--- src/hw/serial_line_pkg.sv ---
// Shared constants, carrier types and helpers for the serial line bus interface
package serial_line_pkg;
  // ------------------------------------------------------------
  // Clocking and serial timing
  // ------------------------------------------------------------
  localparam int CLK_HZ = 40_000_000;
  localparam int XTAL_HZ = 2_457_600;
  localparam int ACC_W = 27;
  localparam logic [3:0] OVERSAMPLE_LAST = 4'hf;
  localparam logic [3:0] HALF_BIT_LAST = 4'h7;
  // ------------------------------------------------------------
  // Register function codes and bit positions
  // ------------------------------------------------------------
  localparam logic [1:0] FN_RX_STATUS = 2'h0;
  localparam logic [1:0] FN_RX_DATA = 2'h1;
  localparam logic [1:0] FN_TX_STATUS = 2'h2;
  localparam logic [1:0] FN_TX_DATA = 2'h3;
  localparam int BIT_MODEM = 15;
  localparam int BIT_READY = 7;
  localparam int BIT_IE = 6;
  localparam int BIT_BREAK = 0;
  localparam int BIT_READER = 0;
  localparam logic [15:0] VEC_TX_STEP = 16'h0004;
  // ------------------------------------------------------------
  // Values after reset
  // ------------------------------------------------------------
  localparam logic RESET_TBMT = 1'b1;
  localparam logic RESET_PIN_N = 1'b1;
  localparam logic RESET_LINE = 1'b1;
  // ------------------------------------------------------------
  // Types
  // ------------------------------------------------------------
  typedef struct packed {
    logic sync;
    logic din;
    logic dout;
    logic io_page;
    logic ack_in;
    logic init;
    logic serial_in;
    logic ext_rx_clk;
    logic modem;
  } pins_t;
  typedef struct packed {
    logic rd_rs;
    logic rd_rd;
    logic rd_ts;
    logic rd_td;
    logic wr_rs;
    logic wr_ts;
    logic wr_td;
  } strobes_t;
  typedef enum logic [2:0] {
    TX_IDLE = 3'b000, TX_START = 3'b001, TX_DATA = 3'b010, TX_PARITY = 3'b011, TX_STOP = 3'b100
  } tx_state_t;
  typedef enum logic [2:0] {
    RX_IDLE = 3'b000, RX_START = 3'b001, RX_DATA = 3'b010, RX_PARITY = 3'b011, RX_STOP = 3'b100
  } rx_state_t;
  // Crystal divisor giving sixteen times the chosen bit rate
  function automatic logic [10:0] baud_divisor(input logic [2:0] sel);
    case (sel)
      3'h0: baud_divisor = 11'h010;
      3'h1: baud_divisor = 11'h020;
      3'h2: baud_divisor = 11'h040;
      3'h3: baud_divisor = 11'h080;
      3'h4: baud_divisor = 11'h200;
      default: baud_divisor = 11'h574;
    endcase
  endfunction : baud_divisor
endpackage : serial_line_pkg

--- src/hw/serial_line_bus_interface.sv ---
// Bus side, interrupt logic and serial engine of the serial line interface
//
// Operation
// - Transmitter uses baud clock; receiver may use external
// - Baud rates divided from fixed crystal reference
// - Address bits 3-12 compared to device address
// - Match captured at sync start, held during sync
// - Read strobes decoded from address bits 2:1
// - Write strobes decoded except for receiver data; none when unselected
// - Reply on any strobe or vector gating
// - Interrupt enables load from data bit 6
// - Receive enable and data available raise request
// - Transmit enable and buffer empty raise request
// - Acknowledge gates vector, replies, drops request
// - Receive request served before transmit request
// - Acknowledge passed on when not requesting
// - Stored acknowledge cleared by idle acknowledge
// - Initialize clears control, keeps data registers
// - Receiver status read: modem, available, enable
// - Transmitter status read: empty, enable, break
// - Receiver data on low byte, drivers on input
// - Break holds serial output at space
// - Reader run drops eight receive ticks (half a bit) after start
`timescale 1ns/1ps
module serial_line_bus_interface
  import serial_line_pkg::*;
#(
  parameter logic [9:0] DEV_ADDR = 10'h200,
  parameter logic [15:0] VECTOR = 16'h0040,
  parameter logic [2:0] BAUD_SEL = 3'h0,
  parameter bit EXT_RX_CLK = 1'b0,
  parameter int DATA_BITS = 8,
  parameter bit PARITY_EN = 1'b0,
  parameter bit PARITY_ODD = 1'b0,
  parameter int STOP_BITS = 1
) (
  // Clock and reset
  input wire logic CLK,
  input wire logic RST,
  // Backplane bus, low-active strobes
  input wire logic BUS_SYNC_STROBE_N,
  input wire logic BUS_DATA_IN_STROBE_N,
  input wire logic BUS_DATA_OUT_STROBE_N,
  input wire logic IO_PAGE_SELECT_N,
  input wire logic ACK_CHAIN_IN_N,
  input wire logic BUS_INITIALIZE_N,
  input wire logic [15:0] BUS_ADDR_DATA_LINES_IN,
  output logic [15:0] BUS_ADDR_DATA_LINES_OUT,
  output logic BUS_ADDR_DATA_LINES_OE,
  output logic BUS_REPLY_N,
  output logic BUS_INT_REQUEST_N,
  output logic ACK_CHAIN_OUT_N,
  // Serial line
  input wire logic SERIAL_IN,
  input wire logic EXT_RX_CLOCK,
  input wire logic MODEM_STATUS,
  output logic SERIAL_OUT,
  output logic READER_RUN
);
  // ------------------------------------------------------------
  // Pin synchronisers
  // ------------------------------------------------------------
  pins_t pin_raw, pin_meta_reg, pin_reg;
  logic [15:0] dal_meta_reg, dal_reg;
  logic sync_prev_reg, iak_prev_reg, xclk_prev_reg;
  assign pin_raw = '{sync: ~BUS_SYNC_STROBE_N, din: ~BUS_DATA_IN_STROBE_N,
    dout: ~BUS_DATA_OUT_STROBE_N, io_page: ~IO_PAGE_SELECT_N, ack_in: ~ACK_CHAIN_IN_N,
    init: ~BUS_INITIALIZE_N, serial_in: SERIAL_IN, ext_rx_clk: EXT_RX_CLOCK, modem: MODEM_STATUS};
  always_ff @(posedge CLK) begin
    pin_meta_reg <= pin_raw;
    pin_reg <= pin_meta_reg;
    dal_meta_reg <= BUS_ADDR_DATA_LINES_IN;
    dal_reg <= dal_meta_reg;
    sync_prev_reg <= pin_reg.sync;
    iak_prev_reg <= pin_reg.ack_in;
    xclk_prev_reg <= pin_reg.ext_rx_clk;
  end
  // ------------------------------------------------------------
  // Baud generator
  // ------------------------------------------------------------
  // Fractional accumulator stands in for the crystal; jitter is one CLK
  logic [ACC_W-1:0] acc_reg, acc_next, acc_sum;
  logic [10:0] div_reg, div_next;
  logic xtal_tick, tx_tick, rx_tick;
  always_comb begin
    acc_sum = acc_reg + ACC_W'(XTAL_HZ);
    xtal_tick = acc_sum >= ACC_W'(CLK_HZ);
    acc_next = xtal_tick ? acc_sum - ACC_W'(CLK_HZ) : acc_sum;
    div_next = div_reg;
    tx_tick = 1'b0;
    if (xtal_tick) begin
      if (div_reg == baud_divisor(BAUD_SEL) - 11'h001) begin
        div_next = '0;
        tx_tick = 1'b1;
      end else begin
        div_next = div_reg + 11'h001;
      end
    end
    rx_tick = EXT_RX_CLK ? (pin_reg.ext_rx_clk & ~xclk_prev_reg) : tx_tick;
  end
  always_ff @(posedge CLK) begin
    if (RST) begin
      acc_reg <= '0;
      div_reg <= '0;
    end else begin
      acc_reg <= acc_next;
      div_reg <= div_next;
    end
  end
  // ------------------------------------------------------------
  // Function decoding
  // ------------------------------------------------------------
  logic match_reg, match_next;
  logic [1:0] func_reg, func_next;
  strobes_t strobe, strobe_prev_reg;
  logic sync_rise;
  always_comb begin
    sync_rise = pin_reg.sync & ~sync_prev_reg;
    match_next = match_reg;
    func_next = func_reg;
    if (sync_rise) begin
      match_next = pin_reg.io_page && dal_reg[12:3] == DEV_ADDR;
      func_next = dal_reg[2:1];
    end else if (!pin_reg.sync) begin
      match_next = 1'b0;
    end
    strobe = '0;
    if (match_reg && pin_reg.din) begin
      unique case (func_reg)
        FN_RX_STATUS: strobe.rd_rs = 1'b1;
        FN_RX_DATA: strobe.rd_rd = 1'b1;
        FN_TX_STATUS: strobe.rd_ts = 1'b1;
        FN_TX_DATA: strobe.rd_td = 1'b1;
      endcase
    end else if (match_reg && pin_reg.dout) begin
      unique case (func_reg)
        FN_RX_STATUS: strobe.wr_rs = 1'b1;
        FN_RX_DATA: strobe.wr_rs = 1'b0;
        FN_TX_STATUS: strobe.wr_ts = 1'b1;
        FN_TX_DATA: strobe.wr_td = 1'b1;
      endcase
    end
  end
  // ------------------------------------------------------------
  // Control, interrupts and bus answers
  // ------------------------------------------------------------
  logic rx_ie_reg, rx_ie_next, tx_ie_reg, tx_ie_next, brk_reg, brk_next;
  logic da_reg, da_next, tbmt_reg, tbmt_next;
  logic rx_req_reg, rx_req_next, tx_req_reg, tx_req_next;
  logic rx_cond_reg, tx_cond_reg, rx_cond, tx_cond;
  logic vec_reg, vec_next, vec_rx_reg, vec_rx_next, ack_st_reg, ack_st_next;
  logic ack_out_reg, ack_out_next, rr_reg, rr_next, rr_go_reg, rr_go_next;
  logic [3:0] rr_cnt_reg, rr_cnt_next;
  logic [7:0] rx_data_reg, rx_data_next, tx_data_reg, tx_data_next;
  logic [15:0] dal_out_next;
  logic dal_oe_next, iak_rise, rx_done, rx_start_seen, tx_take;
  logic [7:0] rx_byte;
  always_comb begin
    rx_ie_next = rx_ie_reg;
    tx_ie_next = tx_ie_reg;
    brk_next = brk_reg;
    da_next = da_reg;
    tbmt_next = tbmt_reg;
    rx_data_next = rx_data_reg;
    tx_data_next = tx_data_reg;
    rr_next = rr_reg;
    rr_go_next = rr_go_reg;
    rr_cnt_next = rr_cnt_reg;
    if (strobe.wr_rs && !strobe_prev_reg.wr_rs) begin
      rx_ie_next = dal_reg[BIT_IE];
      if (dal_reg[BIT_READER]) begin
        rr_next = 1'b1;
        rr_go_next = 1'b0;
        rr_cnt_next = '0;
      end
    end
    if (strobe.wr_ts && !strobe_prev_reg.wr_ts) begin
      tx_ie_next = dal_reg[BIT_IE];
      brk_next = dal_reg[BIT_BREAK];
    end
    if (strobe.wr_td && !strobe_prev_reg.wr_td) begin
      tx_data_next = dal_reg[7:0];
      tbmt_next = 1'b0;
    end
    if (tx_take) tbmt_next = 1'b1;
    if (strobe.rd_rd && !strobe_prev_reg.rd_rd) da_next = 1'b0;
    // Set wins over the clearing read
    if (rx_done) begin
      da_next = 1'b1;
      rx_data_next = rx_byte;
    end
    if (rr_reg && rx_start_seen) rr_go_next = 1'b1;
    if (rr_go_reg && rx_tick) begin
      rr_cnt_next = rr_cnt_reg + 4'h1;
      if (rr_cnt_reg == HALF_BIT_LAST) begin
        rr_next = 1'b0;
        rr_go_next = 1'b0;
      end
    end
    // Requests arm on a rising condition so an acknowledge can drop them
    rx_cond = rx_ie_reg & da_reg;
    tx_cond = tx_ie_reg & tbmt_reg;
    rx_req_next = rx_cond & (rx_req_reg | ~rx_cond_reg);
    tx_req_next = tx_cond & (tx_req_reg | ~tx_cond_reg);
    vec_next = vec_reg;
    vec_rx_next = vec_rx_reg;
    ack_st_next = ack_st_reg;
    ack_out_next = ack_out_reg;
    iak_rise = pin_reg.ack_in & ~iak_prev_reg;
    if (iak_rise) begin
      if (rx_req_reg || tx_req_reg) begin
        vec_next = 1'b1;
        vec_rx_next = rx_req_reg;
        ack_st_next = 1'b1;
        if (rx_req_reg) rx_req_next = 1'b0;
        else tx_req_next = 1'b0;
      end else begin
        ack_out_next = 1'b1;
        ack_st_next = 1'b0;
      end
    end
    if (!pin_reg.ack_in) begin
      vec_next = 1'b0;
      ack_out_next = 1'b0;
    end
    if (pin_reg.init) begin
      rx_ie_next = 1'b0;
      tx_ie_next = 1'b0;
      brk_next = 1'b0;
      rx_req_next = 1'b0;
      tx_req_next = 1'b0;
      ack_st_next = 1'b0;
      rr_next = 1'b0;
      rr_go_next = 1'b0;
      da_next = 1'b0;
      tbmt_next = RESET_TBMT;
    end
    dal_out_next = '0;
    if (strobe.rd_rs) begin
      dal_out_next[BIT_MODEM] = pin_reg.modem;
      dal_out_next[BIT_READY] = da_reg;
      dal_out_next[BIT_IE] = rx_ie_reg;
    end else if (strobe.rd_ts) begin
      dal_out_next[BIT_READY] = tbmt_reg;
      dal_out_next[BIT_IE] = tx_ie_reg;
      dal_out_next[BIT_BREAK] = brk_reg;
    end else if (strobe.rd_rd) begin
      dal_out_next[7:0] = rx_data_reg;
    end else if (vec_next) begin
      dal_out_next = vec_rx_next ? VECTOR : VECTOR + VEC_TX_STEP;
    end
    dal_oe_next = pin_reg.din && (strobe.rd_rs || strobe.rd_rd || strobe.rd_ts || strobe.rd_td || vec_next);
  end
  always_ff @(posedge CLK) begin
    if (RST) begin
      match_reg <= 1'b0;
      func_reg <= '0;
      strobe_prev_reg <= '0;
      rx_ie_reg <= 1'b0;
      tx_ie_reg <= 1'b0;
      brk_reg <= 1'b0;
      da_reg <= 1'b0;
      tbmt_reg <= RESET_TBMT;
      rx_req_reg <= 1'b0;
      tx_req_reg <= 1'b0;
      rx_cond_reg <= 1'b0;
      tx_cond_reg <= 1'b0;
      vec_reg <= 1'b0;
      vec_rx_reg <= 1'b0;
      ack_st_reg <= 1'b0;
      ack_out_reg <= 1'b0;
      rr_reg <= 1'b0;
      rr_go_reg <= 1'b0;
      rr_cnt_reg <= '0;
      rx_data_reg <= '0;
      tx_data_reg <= '0;
      BUS_ADDR_DATA_LINES_OUT <= '0;
      BUS_ADDR_DATA_LINES_OE <= 1'b0;
      BUS_REPLY_N <= RESET_PIN_N;
      BUS_INT_REQUEST_N <= RESET_PIN_N;
      ACK_CHAIN_OUT_N <= RESET_PIN_N;
      READER_RUN <= 1'b0;
    end else begin
      match_reg <= match_next;
      func_reg <= func_next;
      strobe_prev_reg <= strobe;
      rx_ie_reg <= rx_ie_next;
      tx_ie_reg <= tx_ie_next;
      brk_reg <= brk_next;
      da_reg <= da_next;
      tbmt_reg <= tbmt_next;
      rx_req_reg <= rx_req_next;
      tx_req_reg <= tx_req_next;
      rx_cond_reg <= rx_cond;
      tx_cond_reg <= tx_cond;
      vec_reg <= vec_next;
      vec_rx_reg <= vec_rx_next;
      ack_st_reg <= ack_st_next;
      ack_out_reg <= ack_out_next;
      rr_reg <= rr_next;
      rr_go_reg <= rr_go_next;
      rr_cnt_reg <= rr_cnt_next;
      rx_data_reg <= rx_data_next;
      tx_data_reg <= tx_data_next;
      BUS_ADDR_DATA_LINES_OUT <= dal_out_next;
      BUS_ADDR_DATA_LINES_OE <= dal_oe_next;
      BUS_REPLY_N <= ~((|strobe) | vec_next);
      BUS_INT_REQUEST_N <= ~(rx_req_next | tx_req_next);
      ACK_CHAIN_OUT_N <= ~ack_out_next;
      READER_RUN <= rr_next;
    end
  end
  // ------------------------------------------------------------
  // Serial transmitter and receiver
  // ------------------------------------------------------------
  tx_state_t tx_st_reg, tx_st_next;
  rx_state_t rx_st_reg, rx_st_next;
  logic [3:0] tx_cnt_reg, tx_cnt_next, rx_cnt_reg, rx_cnt_next;
  logic [2:0] tx_bit_reg, tx_bit_next, rx_bit_reg, rx_bit_next;
  logic [7:0] tx_sh_reg, tx_sh_next, rx_sh_reg, rx_sh_next;
  logic tx_par_reg, tx_par_next, line_next, tx_end, rx_mid;
  always_comb begin
    tx_st_next = tx_st_reg;
    tx_bit_next = tx_bit_reg;
    tx_sh_next = tx_sh_reg;
    tx_par_next = tx_par_reg;
    tx_cnt_next = tx_tick ? tx_cnt_reg + 4'h1 : tx_cnt_reg;
    tx_end = tx_tick && tx_cnt_reg == OVERSAMPLE_LAST;
    tx_take = tx_st_reg == TX_IDLE && !tbmt_reg && tx_tick;
    unique case (tx_st_reg)
      TX_IDLE: if (tx_take) begin
        tx_st_next = TX_START;
        tx_sh_next = tx_data_reg;
        tx_par_next = PARITY_ODD;
        tx_cnt_next = '0;
      end
      TX_START: if (tx_end) begin
        tx_st_next = TX_DATA;
        tx_bit_next = '0;
      end
      TX_DATA: if (tx_end) begin
        tx_par_next = tx_par_reg ^ tx_sh_reg[0];
        tx_sh_next = tx_sh_reg >> 1;
        tx_bit_next = tx_bit_reg + 3'h1;
        if (tx_bit_reg == 3'(DATA_BITS - 1)) begin
          tx_st_next = PARITY_EN ? TX_PARITY : TX_STOP;
          tx_bit_next = '0;
        end
      end
      TX_PARITY: if (tx_end) tx_st_next = TX_STOP;
      TX_STOP: if (tx_end) begin
        tx_bit_next = tx_bit_reg + 3'h1;
        if (tx_bit_reg == 3'(STOP_BITS - 1)) tx_st_next = TX_IDLE;
      end
      default: tx_st_next = TX_IDLE;
    endcase
    unique case (tx_st_next)
      TX_START: line_next = 1'b0;
      TX_DATA: line_next = tx_sh_next[0];
      TX_PARITY: line_next = tx_par_next;
      default: line_next = RESET_LINE;
    endcase
    if (brk_next) line_next = 1'b0;
    rx_st_next = rx_st_reg;
    rx_bit_next = rx_bit_reg;
    rx_sh_next = rx_sh_reg;
    rx_cnt_next = rx_tick ? rx_cnt_reg + 4'h1 : rx_cnt_reg;
    rx_mid = rx_tick && rx_cnt_reg == OVERSAMPLE_LAST;
    rx_start_seen = 1'b0;
    rx_done = 1'b0;
    rx_byte = rx_sh_reg >> (8 - DATA_BITS);
    unique case (rx_st_reg)
      RX_IDLE: if (rx_tick && !pin_reg.serial_in) begin
        rx_st_next = RX_START;
        rx_cnt_next = '0;
        rx_start_seen = 1'b1;
      end
      RX_START: if (rx_tick && rx_cnt_reg == HALF_BIT_LAST) begin
        rx_st_next = pin_reg.serial_in ? RX_IDLE : RX_DATA;
        rx_cnt_next = '0;
        rx_bit_next = '0;
      end
      RX_DATA: if (rx_mid) begin
        rx_sh_next = {pin_reg.serial_in, rx_sh_reg[7:1]};
        rx_bit_next = rx_bit_reg + 3'h1;
        if (rx_bit_reg == 3'(DATA_BITS - 1)) rx_st_next = PARITY_EN ? RX_PARITY : RX_STOP;
      end
      RX_PARITY: if (rx_mid) rx_st_next = RX_STOP;
      RX_STOP: if (rx_mid) begin
        rx_st_next = RX_IDLE;
        rx_done = 1'b1;
      end
      default: rx_st_next = RX_IDLE;
    endcase
  end
  always_ff @(posedge CLK) begin
    if (RST) begin
      tx_st_reg <= TX_IDLE;
      rx_st_reg <= RX_IDLE;
      tx_cnt_reg <= '0;
      rx_cnt_reg <= '0;
      tx_bit_reg <= '0;
      rx_bit_reg <= '0;
      tx_sh_reg <= '0;
      rx_sh_reg <= '0;
      tx_par_reg <= 1'b0;
      SERIAL_OUT <= RESET_LINE;
    end else begin
      tx_st_reg <= tx_st_next;
      rx_st_reg <= rx_st_next;
      tx_cnt_reg <= tx_cnt_next;
      rx_cnt_reg <= rx_cnt_next;
      tx_bit_reg <= tx_bit_next;
      rx_bit_reg <= rx_bit_next;
      tx_sh_reg <= tx_sh_next;
      rx_sh_reg <= rx_sh_next;
      tx_par_reg <= tx_par_next;
      SERIAL_OUT <= line_next;
    end
  end
endmodule : serial_line_bus_interface

--- config.mk ---
export PLATFORM = sky130hd
export DESIGN_NAME = serial_line_bus_interface
export DESIGN_NICKNAME = d
export VERILOG_FILES = /design/src/hw/serial_line_pkg.sv /design/src/hw/serial_line_bus_interface.sv
export SDC_FILE = /design/constraint.sdc
export NUM_CORES = 1
export LEC_CHECK = 0
export BUFFER_PORTS_ARGS = -buffer_cell sky130_fd_sc_hd__buf_2
export CORE_MARGIN = 5
export CORE_UTILIZATION = 40
export DETAILED_ROUTE_END_ITERATION = 12
export MAX_ROUTING_LAYER = met4
export PLACE_DENSITY = 0.58
export RECOVER_POWER = 50
export SLEW_MARGIN = 20
export SYNTH_ARGS = -nofsm -noshare
export SYNTH_HDL_FRONTEND = slang
export SYNTH_SLANG_ARGS = --single-unit
export TNS_END_PERCENT = 30
--- constraint.sdc ---
create_clock -name CLK -period 2.8 [get_ports CLK]
set_clock_uncertainty 0.2 [all_clocks]
set_input_delay 0.14 -clock CLK [delete_from_list [all_inputs] [get_ports CLK]]
set_output_delay 0.14 -clock CLK [all_outputs]
set_load 0.005 [all_outputs]
Yosys cells after proc, flatten, opt, wreduce, memory -nomap -nowiden
Index checks and enable logic that the tools add are counted.
{"block": "word_totals", "output_inout_bits": 22, "ff_bits": 181, "inputBits": 27}
{"block": "classes", "magnitude_cmp": 1, "n_addsub": 8, "muxes": 95, "n_bitwise": 25, "reduce_logical": 49, "eq_ne": 33}
{"op": "$mux W3", "n": 22}
{"op": "$mux W1", "n": 46}
{"op": "$mux W4", "n": 10}
{"op": "$pmux W3 S5", "n": 2}
{"op": "$add A27 B22 Y27 const B", "n": 1}
{"op": "$ge A27 B26 Y1 const B", "n": 1}
{"op": "$mux W27", "n": 1}
{"op": "$sub A27 B26 Y27 const B", "n": 1}
{"op": "$mux W8", "n": 3}
{"op": "$ne A2 B2 Y1 const B", "n": 10}
{"op": "$eq A3 B2 Y1 const B", "n": 6}
{"op": "$logic_and A1 B1 Y1", "n": 16}
{"op": "$pmux W8 S2", "n": 1}
{"op": "$not A1 Y1", "n": 14}
{"op": "$add A4 B1 Y4 const B", "n": 3}
{"op": "$eq A3 B3 Y1 const B", "n": 4}
{"op": "$add A11 B1 Y11 const B", "n": 1}
{"op": "$eq A11 B4 Y1 const B", "n": 1}
{"op": "$mux W11", "n": 1}
{"op": "$eq A10 B10 Y1 const B", "n": 1}
{"op": "$reduce_bool A2 Y1", "n": 5}
{"op": "$eq A3 B1 Y1 const B", "n": 3}
{"op": "$logic_not A3 Y1", "n": 3}
{"op": "$pmux W3 S3", "n": 1}
{"op": "27 further kinds", "n": 54}

Logic depth before layout (Yosys ltp)
Gate-level depths: netlist (run 1).
{"block": "logic_depth", "depth_word": 10, "ltp_mapped": 12, "depth_no_buf": 11}

Worst setup path after synthesis (run 1)
OpenSTA, ideal clock, no wires.
{"block": "synth_timing", "kind": "reg-to-reg", "from": "register acc_reg[15]", "to": "register tx_sh_reg[3]", "slack_ns": -0.245, "setup_time_ns": 0.133, "required_ns": 2.467, "synth_period_minus_slack_ns": 3.045, "path_stages_with_launch": 12, "arrival_ns": 2.712, "cell_sequence": "dfxtp_1 > inv_1 > ha_1 > nand2b_1 > a211oi_2 > nor3_1 > a31oi_1 > o21ai_1 > a211oi_1 > nor2_1 > nand2_1 > a31oi_1"}
{"block": "synth_between", "elab_chain_cells": 6}
{"element": "start, declared", "line_no": "serial_line_bus_interface.sv:82", "source": "logic [ACC_W-1:0] acc_reg, acc_next, acc_sum;"}
{"element": "start signal, assigned", "line_no": "serial_line_bus_interface.sv:106", "source": "acc_reg <= acc_next;"}
{"element": "$add A27 B22 Y27 *", "line_no": "serial_line_bus_interface.sv:86", "source": "acc_sum = acc_reg + ACC_W'(XTAL_HZ);"}
{"element": "$ge A27 B26 Y1 *", "line_no": "serial_line_bus_interface.sv:87", "source": "xtal_tick = acc_sum >= ACC_W'(CLK_HZ);"}
{"element": "$mux W1 *", "line_no": "serial_line_bus_interface.sv:91", "source": "if (xtal_tick) begin"}
{"element": "$logic_and A1 B1 Y1, on equally long branches", "line_no": "serial_line_bus_interface.sv:329, serial_line_bus_interface.sv:328"}
{"element": "$ne A2 B2 Y1 (no line)"}
{"element": "$reduce_and A3 Y1 (no line) *"}
{"element": "end signal, assigned", "line_no": "serial_line_bus_interface.sv:415", "source": "tx_sh_reg <= tx_sh_next;"}
{"element": "end, declared", "line_no": "serial_line_bus_interface.sv:320", "source": "logic [7:0] tx_sh_reg, tx_sh_next, rx_sh_reg, rx_sh_next;"}
Mark *: on every way between the ends. The rest lies on a longest branch, timed or not.
A chain may end at the register's enable or synchronous reset.

Worst setup path in the final report (run 1)
{"block": "layout_timing", "from": "register acc_reg[16]", "to": "register tx_sh_reg[7]"}
The elaborated chain is that of the path after synthesis.

==> results of run 1 <==
## final timing paths
kind	startpoint	end	slack (ps)	depth (start not counted)
setup / recovery	acc_reg[16]	tx_sh_reg[7]	-60	12
hold / removal	dal_meta_reg[6]	dal_reg[6]	130	0
setup reg to reg	acc_reg[16]	tx_sh_reg[7]	-60	12
hold reg to reg	dal_meta_reg[6]	dal_reg[6]	130	0
## synthesized netlist by cell type, drive strengths merged (15+ instances only)
| cell | number | area [um2] |
|---|---|---|
| dfxtp | 165 | 3300 |
| mux2i | 34 | 340 |
| nor2 | 106 | 400 |
| buf | 15 | 92.6 |
| xnor2 | 22 | 200 |
| nor3 | 16 | 80.1 |
| inv | 33 | 124 |
| a21oi | 37 | 208 |
| clkbuf | 22 | 83.8 |
| nand2 | 62 | 233 |
| o21ai | 20 | 108 |
| xor2 | 15 | 131 |
## power groups by stage
stage	combinational [mW]	sequential, mW	clock, mW
floorplan	0.233	2.49	0
global placement	0.330	2.50	0
detailed placement	0.340	2.50	0
CTS	0.389	2.45	2.32
global route	0.458	2.46	2.42
finish	0.416	2.45	2.27
## through the flow
step	cells	area, um2	power (mW)	setup TNS [ps]	worst slack [ps]
after floorplan	723	6660	2.72	-17.6	-12.0
after global placement	996	7370	2.83	-1520	-78.1
after detailed placement	996	7370	2.84	-7040	-188
after CTS	1052	8260	5.16	-265	-44.8
after global routing	1064	8610	5.34	-6640	-205
final	1064	8610	5.13	-256	-59.6
## logic make-up (layout without fill, tap and decap cells)
logic type                 Yosys count  count (layout)  synth area share, %
and+or+nand+nor                    278             278                 20.2
DFF                                165             165                 50.0
AOI/OAI and AO/OA                  119             119                 12.5
buffers and inverters               70             191                 4.55
xor gates and xnor gates            37              37                 5.02
muxes                               34              34                 5.15
adders and majority gates           13              13                 2.46
other                                1               7               0.0568
## worst reg2reg max path: stages, from the launching register on
cell and delay, ps:
dfxtp_2 330, inv_2 70, ha_4 160, or3b_4 390
a211oi_2 210, a31oi_2 80, o211a_4 280, o21ai_4 210
buf_6 130, a2111oi_4 60, buf_6 160, or3b_1 390
a21oi_1 130
## cell type report
type,instances,area [um2]
Fill cell,1443,7790
Sequential cell,165,3310
Multi-Input combinational cell,488,3290
Timing Repair Buffer,126,1050
Clock buffer,19,433
Tap cell,220,275
Clock inverter,13,136
Inverter,33,124
## cells in the final DEF, fill, tap and decap left out, types with 7 or more instances in the layout
master | synthesis | final
a211oi_1 | 10 | 7
a21oi_1 | 33 | 31
a31oi_1 | 10 | 8
and2_1 | 8 | 8
buf_2 | 5 | 34
buf_4 | 8 | 52
buf_6 | 0 | 7
clkbuf_16 | 0 | 21
conb_1 | 1 | 7
dfxtp_1 | 165 | 163
dlygate4sd3_1 | 0 | 22
ha_1 | 13 | 12
inv_1 | 33 | 31
mux2i_1 | 34 | 34
nand2_1 | 62 | 56
nand3_1 | 13 | 13
nand4_1 | 10 | 10
nor2_1 | 105 | 102
nor3_1 | 16 | 15
nor4_1 | 10 | 10
o21ai_0 | 17 | 17
xnor2_1 | 21 | 18
xor2_1 | 15 | 15
## routing by layer
metal | part of all wire, % | global-route usage (%)
met3 | 3.1 | 4.11
met2 | 51 | 25.8
met1 | 45 | 17.5
met4 | 1.7 | 4.94
met5 | 0 | -
## timing repair
item                       in CTS  in global routing
hold endpoints to repair       26                  0
pin swaps                       7                 18
hold buffers                   22                  0
setup buffers                   2                  9
setup endpoints to repair      69                 74
gates cloned                    0                  4
gates resized for setup        15                 44
==> impl_results.md, run 1 <==
- Critical Path, Cell by Cell: inv_2 > ha_4 > or3b_4 > a211oi_2 > a31oi_2 > o211a_4 > o21ai_4 > buf_6 > a2111oi_4 > buf_6 > or3b_1 > a21oi_1
- Vias in the first global route: around 5.2k
- Psw: 1.27 mW
- Mean post-synth cell area: 9.21 um2
- CTS HTree Levels: 4
- Vias per cell: between 4 and 5
- RD Place Congestion: 0.815
- CP peak stage delay: between 300 and 400 ps
- RSZ-0062 raised after global routing: true
- Num CTS Buffers: 17
- Largest fanout on the critical path: 7
- FFs w/ async S/R, synth: 0%
- # DRC: 0
- Root Driver: clkbuf_16
- PwrDens: 596 mW/mm2
- Worst hold path class: flop to flop
- Final Setup Violations: 9
- Slew HR: 62.1%
- Worst-path clk slew: 60 ps
- Distinct cells, synth: between 60 and 70
- Failing checks: negative setup slack
- Die area: about 0.019 mm2
- # rows: 47
- Clock sinks: 165
- ANT cells: 0
- Buffer and inverter count on the worst path: 3
- IO Port Bufs: 37
- Final #Nets: 871
- FF+latch count, synth: 165
- Global-route wire length before repair: 23,700 um
- Top Family by Delay on Critical Path: compound AO/OA/AOI/OAI gates
- P_int: 3.86 mW
- Peak supply drop: 0.647 mV
- YS warnings: 0
- Layout cell share with drive strength beyond 1: between 20 and 25%
- Req. time, crit path: roughly 3000 ps
- Min Tclk post-route: 2860 ps
- Worst EP arrival: 3010 ps
- Hold Vio Cnt, Final: 0
- Slowest stage cell, crit path: or3b_4
- Synthesized instance count: about 700
- Final period util: 102%
- Initial Utilization: between 40% and 50%
- Status: finished with violations
- CTS tree: built
- Clock Tree Buf Depth: 2
- Seq/Total Area, Yosys: 50.0%
- Critical Path Most Common Cell: buf_6
- TritonRoute pass-1 iters: 5
- Top FF cell, synth: dfxtp_1
- Util after Layout: 52.5%
- Area growth syn-to-layout: 30.4%
- Clock insertion delay at the later pin of the skew report: about 430 ps
- F_max: 350 MHz
- GR Util All Layers: between 10% and 20%
- WS Path Type: flop to flop
- Die width: 139 um
- Wirelength per Cell: 13.5 um
- Number of flops mapped to enable cells by yosys: 0
- Sw Ratio: between 20% and 30%
- Final hold slack: 126 ps
- Num ports: between 40 and 50
- Antenna-violating nets left: 0
- GRT overflow: 0
- Lkg Pwr: 3.41 nW
- Startpoint Class: flop
- Die Span Y: 139 um
- Worst setup margin: -59.6 ps
- Fin. max-slew vios: 0
- Clock power share: between 40% and 50%
- Initial antenna violation count: 0
- Logic pwr share: 8.1%
- Routed WL: between 10,000 and 15,000 um
- Post-DP HPWL: 9560 um
- Starting DRT DRC Count: 224
- DR vias: ~5.2k
- Largest net degree at the start of global routing: 47
- Crit. End Element: flop
- CORE AREA: 0.0164 mm2
- Flop pwr share: 47.7%
- Least-Margin Pin Slew: 555 ps
- Mapped Area: 0.00661 mm2
- Max-Cap Viols: 0
- Max FFs per register: 18
(Power assumes the default switching activity.)
==> run 2, diff against run 1 <==
Settings changed: ABC_CLOCK_PERIOD_IN_PS set to 2800, PLACE_DENSITY 0.58 to not set.
==> impl_results.md, run 2 (same netlist as run 1, synthesis figures left out) <==
- Reg2Reg Setup Slack: -70 ps (was -60 ps)
- Worst hold path class: flop to flop (unchanged)
- # fillers: 1,473 (was 1,443)
- Failing checks: negative setup slack (unchanged)
- Reg-to-reg endpoint: rx_byte[1] (was tx_sh_reg[7])
- Starting DRT DRC Count: 293 (was 224)
- Multi-input gate area in the final layout: 0.00333 mm2 (was 0.00329 mm2)
- Initial Utilization: 40.3% (unchanged)
- DR vias: 5,241 (was 5,205)
- TritonRoute pass-1 iters: 4 (was 5)
- Slew HR: 65.3% (was 62.1%)
- Hold Vio Cnt, Final: 0 (unchanged)
- Min Tclk post-route: 2870 ps (was 2860 ps)
- Largest net degree at the start of global routing: 83 (was 47)
- Startpoint Class: flop (unchanged)
- Vias per cell: 4.98 (was 4.89)
- Worst setup margin: -68.3 ps (was -59.6 ps)
- CTS HTree Levels: 4 (unchanged)
- Layout cell share with drive strength beyond 1: 22.5% (was 22.7%)
- Routed WL: 13,900 um (was 14,400 um)
- DP Worst Slack: -183 ps (was -188 ps)
- Clock sinks: 165 (unchanged)
- Num ports: 49 (unchanged)
- Fin. max-slew vios: 0 (unchanged)
- Antenna-violating nets left: 0 (unchanged)
- Hold Path Cell Cnt: 0 (unchanged)
- Initial antenna violation count: 0 (unchanged)
- GRT overflow: 0 (unchanged)
- Least-Margin Pin Slew: 520 ps (was 555 ps)
- Min-delay src: dal_meta_reg[5] (was dal_meta_reg[6])
- Clock insertion delay at the later pin of the skew report: 430 ps (about the same)
- Worst Setup SP: acc_reg[15] (was acc_reg[16])
- Worst r2r src: acc_reg[15] (was acc_reg[16])
- Post-DP HPWL: 9230 um (was 9560 um)
- # DRC: 0 (unchanged)
- Most common cell after layout, fill and taps aside: dfxtp_1 (unchanged)
- # rows: 47 (unchanged)
- Worst EP arrival: 2970 ps (was 3010 ps)
- Register area: 0.00331 mm2 (about the same)
- RD Place Congestion: 0.820 (was 0.815)
- Status: finished with violations (unchanged)
- Global-route wire length before repair: 23,600 um (was 23,700 um)
- CORE AREA: 0.0164 mm2 (unchanged)
- PwrDens: 602 mW/mm2 (was 596 mW/mm2)
- Worst-path clk slew: 70 ps (was 60 ps)
- Peak supply drop: 0.614 mV (was 0.647 mV)
- RSZ-0062 raised after global routing: true (unchanged)
- Setup TNS: -763 ps (was -256 ps)
- Setup crit end: rx_byte[1] (was tx_sh_reg[7])
- Vias in the first global route: 5,226 (was 5,191)
- Die width: 139 um (unchanged)
- Total power: 5.14 mW (was 5.13 mW)
- F_max: 349 MHz (was 350 MHz)
- Largest fanout on the critical path: 6 (was 7)
- Num CTS Buffers: 17 (unchanged)
- GR Util All Layers: 15.0% (was 15.2%)
- Post-route insts no fill: 1,052 (was 1,064)
- Final period util: 102% (about the same)
- Final Setup Violations: 20 (was 9)
- WS Path Type: flop to flop (unchanged)
- Max-Cap Viols: 0 (unchanged)
- Wirelength per Cell: 13.2 um (was 13.5 um)
- Most frequent cells in the layout: 160 x dfxtp_1, 104 x nor2_1, 56 x nand2_1 (was 163 x dfxtp_1, 102 x nor2_1, 56 x nand2_1)
- Die Span Y: 139 um (unchanged)
- Placed insts: 991 (was 996)
- Lkg Pwr: 3.39 nW (was 3.41 nW)
- Die area: 0.0192 mm2 (unchanged)
- Final #Nets: 859 (was 871)
- Root Driver: clkbuf_16 (unchanged)
- Req. time, crit path: 2900 ps (was 2950 ps)
- CTS tree: built (unchanged)
- Max FFs per register: 18 (unchanged)
- Area growth syn-to-layout: 29.3% (was 30.4%)
- IO Port Bufs: 37 (unchanged)
- Worst reg-to-reg path cell count: 12 (unchanged)
- Clock Tree Buf Depth: 2 (unchanged)
- Crit. End Element: flop (unchanged)
- Final hold slack: 127 ps (was 126 ps)
- ANT cells: 0 (unchanged)
==> run 2: cell count changes in the layout (fill, tap and decap cells not counted), moves of 3 or more <==
cell and delta:
buf_4 -10, dfxtp_1 -3, dfxtp_2 +3, clkbuf_16 -3
==> run 2: worst min path at each step <==
stage / end / slack (ps)
6_report: dal_reg[5] / 130
5_1_grt: dal_meta_reg[2] / 120
4_1_cts: dal_meta_reg[10] / 120
3_5_place_dp: dal_meta_reg[7] / 40
3_3_place_gp: pin_meta_reg[0] / 40
2_1_floorplan: dal_meta_reg[0] / -30
==> run 2: per-stage QoR <==
stage | util (%) | area [um2]
2_1_floorplan | - | 6660
3_3_place_gp | 44.8 | 7360
3_5_place_dp | 44.8 | 7360
4_1_cts | 50.0 | 8210
5_1_grt | 52.0 | 8540
6_report | 52.0 | 8540
==> run 2: power by group <==
group          internal (mW)  switching (mW)  total, mW
Clock                   1.27            1.03       2.29
Sequential              2.41          0.0511       2.46
Combinational          0.191           0.198      0.388
Total                   3.86            1.27       5.14
==> run 2: timing repair <==
item / CTS / global route
setup buffers: 0 / 7
setup endpoints to repair: 51 / 75
hold buffers: 22 / 0
gates resized for setup: 9 / 59
endpoints found under the hold margin: 30 / 0
pin swaps: 3 / 23
cloned: 0 / 1
==> run 2: layer usage <==
layer  up-vias  track usage (%)  wire [um]
met1      2507             16.7       6020
li1       2651                -          -
met4         0             4.89         81
met5         -                -          0
met2        74             26.4       7380
met3         9             3.80        432
==> run 2: cell type report <==
class | instances | share of cell area (%)
clock buffers | 18 | 5.03
clock inverters | 14 | 1.89
inverters | 33 | 1.45
multi-input cells | 488 | 38.9
flip-flops and latches | 165 | 38.8
repair buffers | 114 | 10.7
well taps | 220 | 3.22
==> run 2: critical path: stages (launching register included) <==
cell and delay [ps]:
dfxtp_2 330, inv_2 60, ha_4 160, or3b_4 380, a211oi_2 250, a31oi_2 90, o211a_1 300, o21ai_4 180
nand2_2 110, nand4_1 240, clkbuf_16 200, mux2i_1 180, nor2_1 60
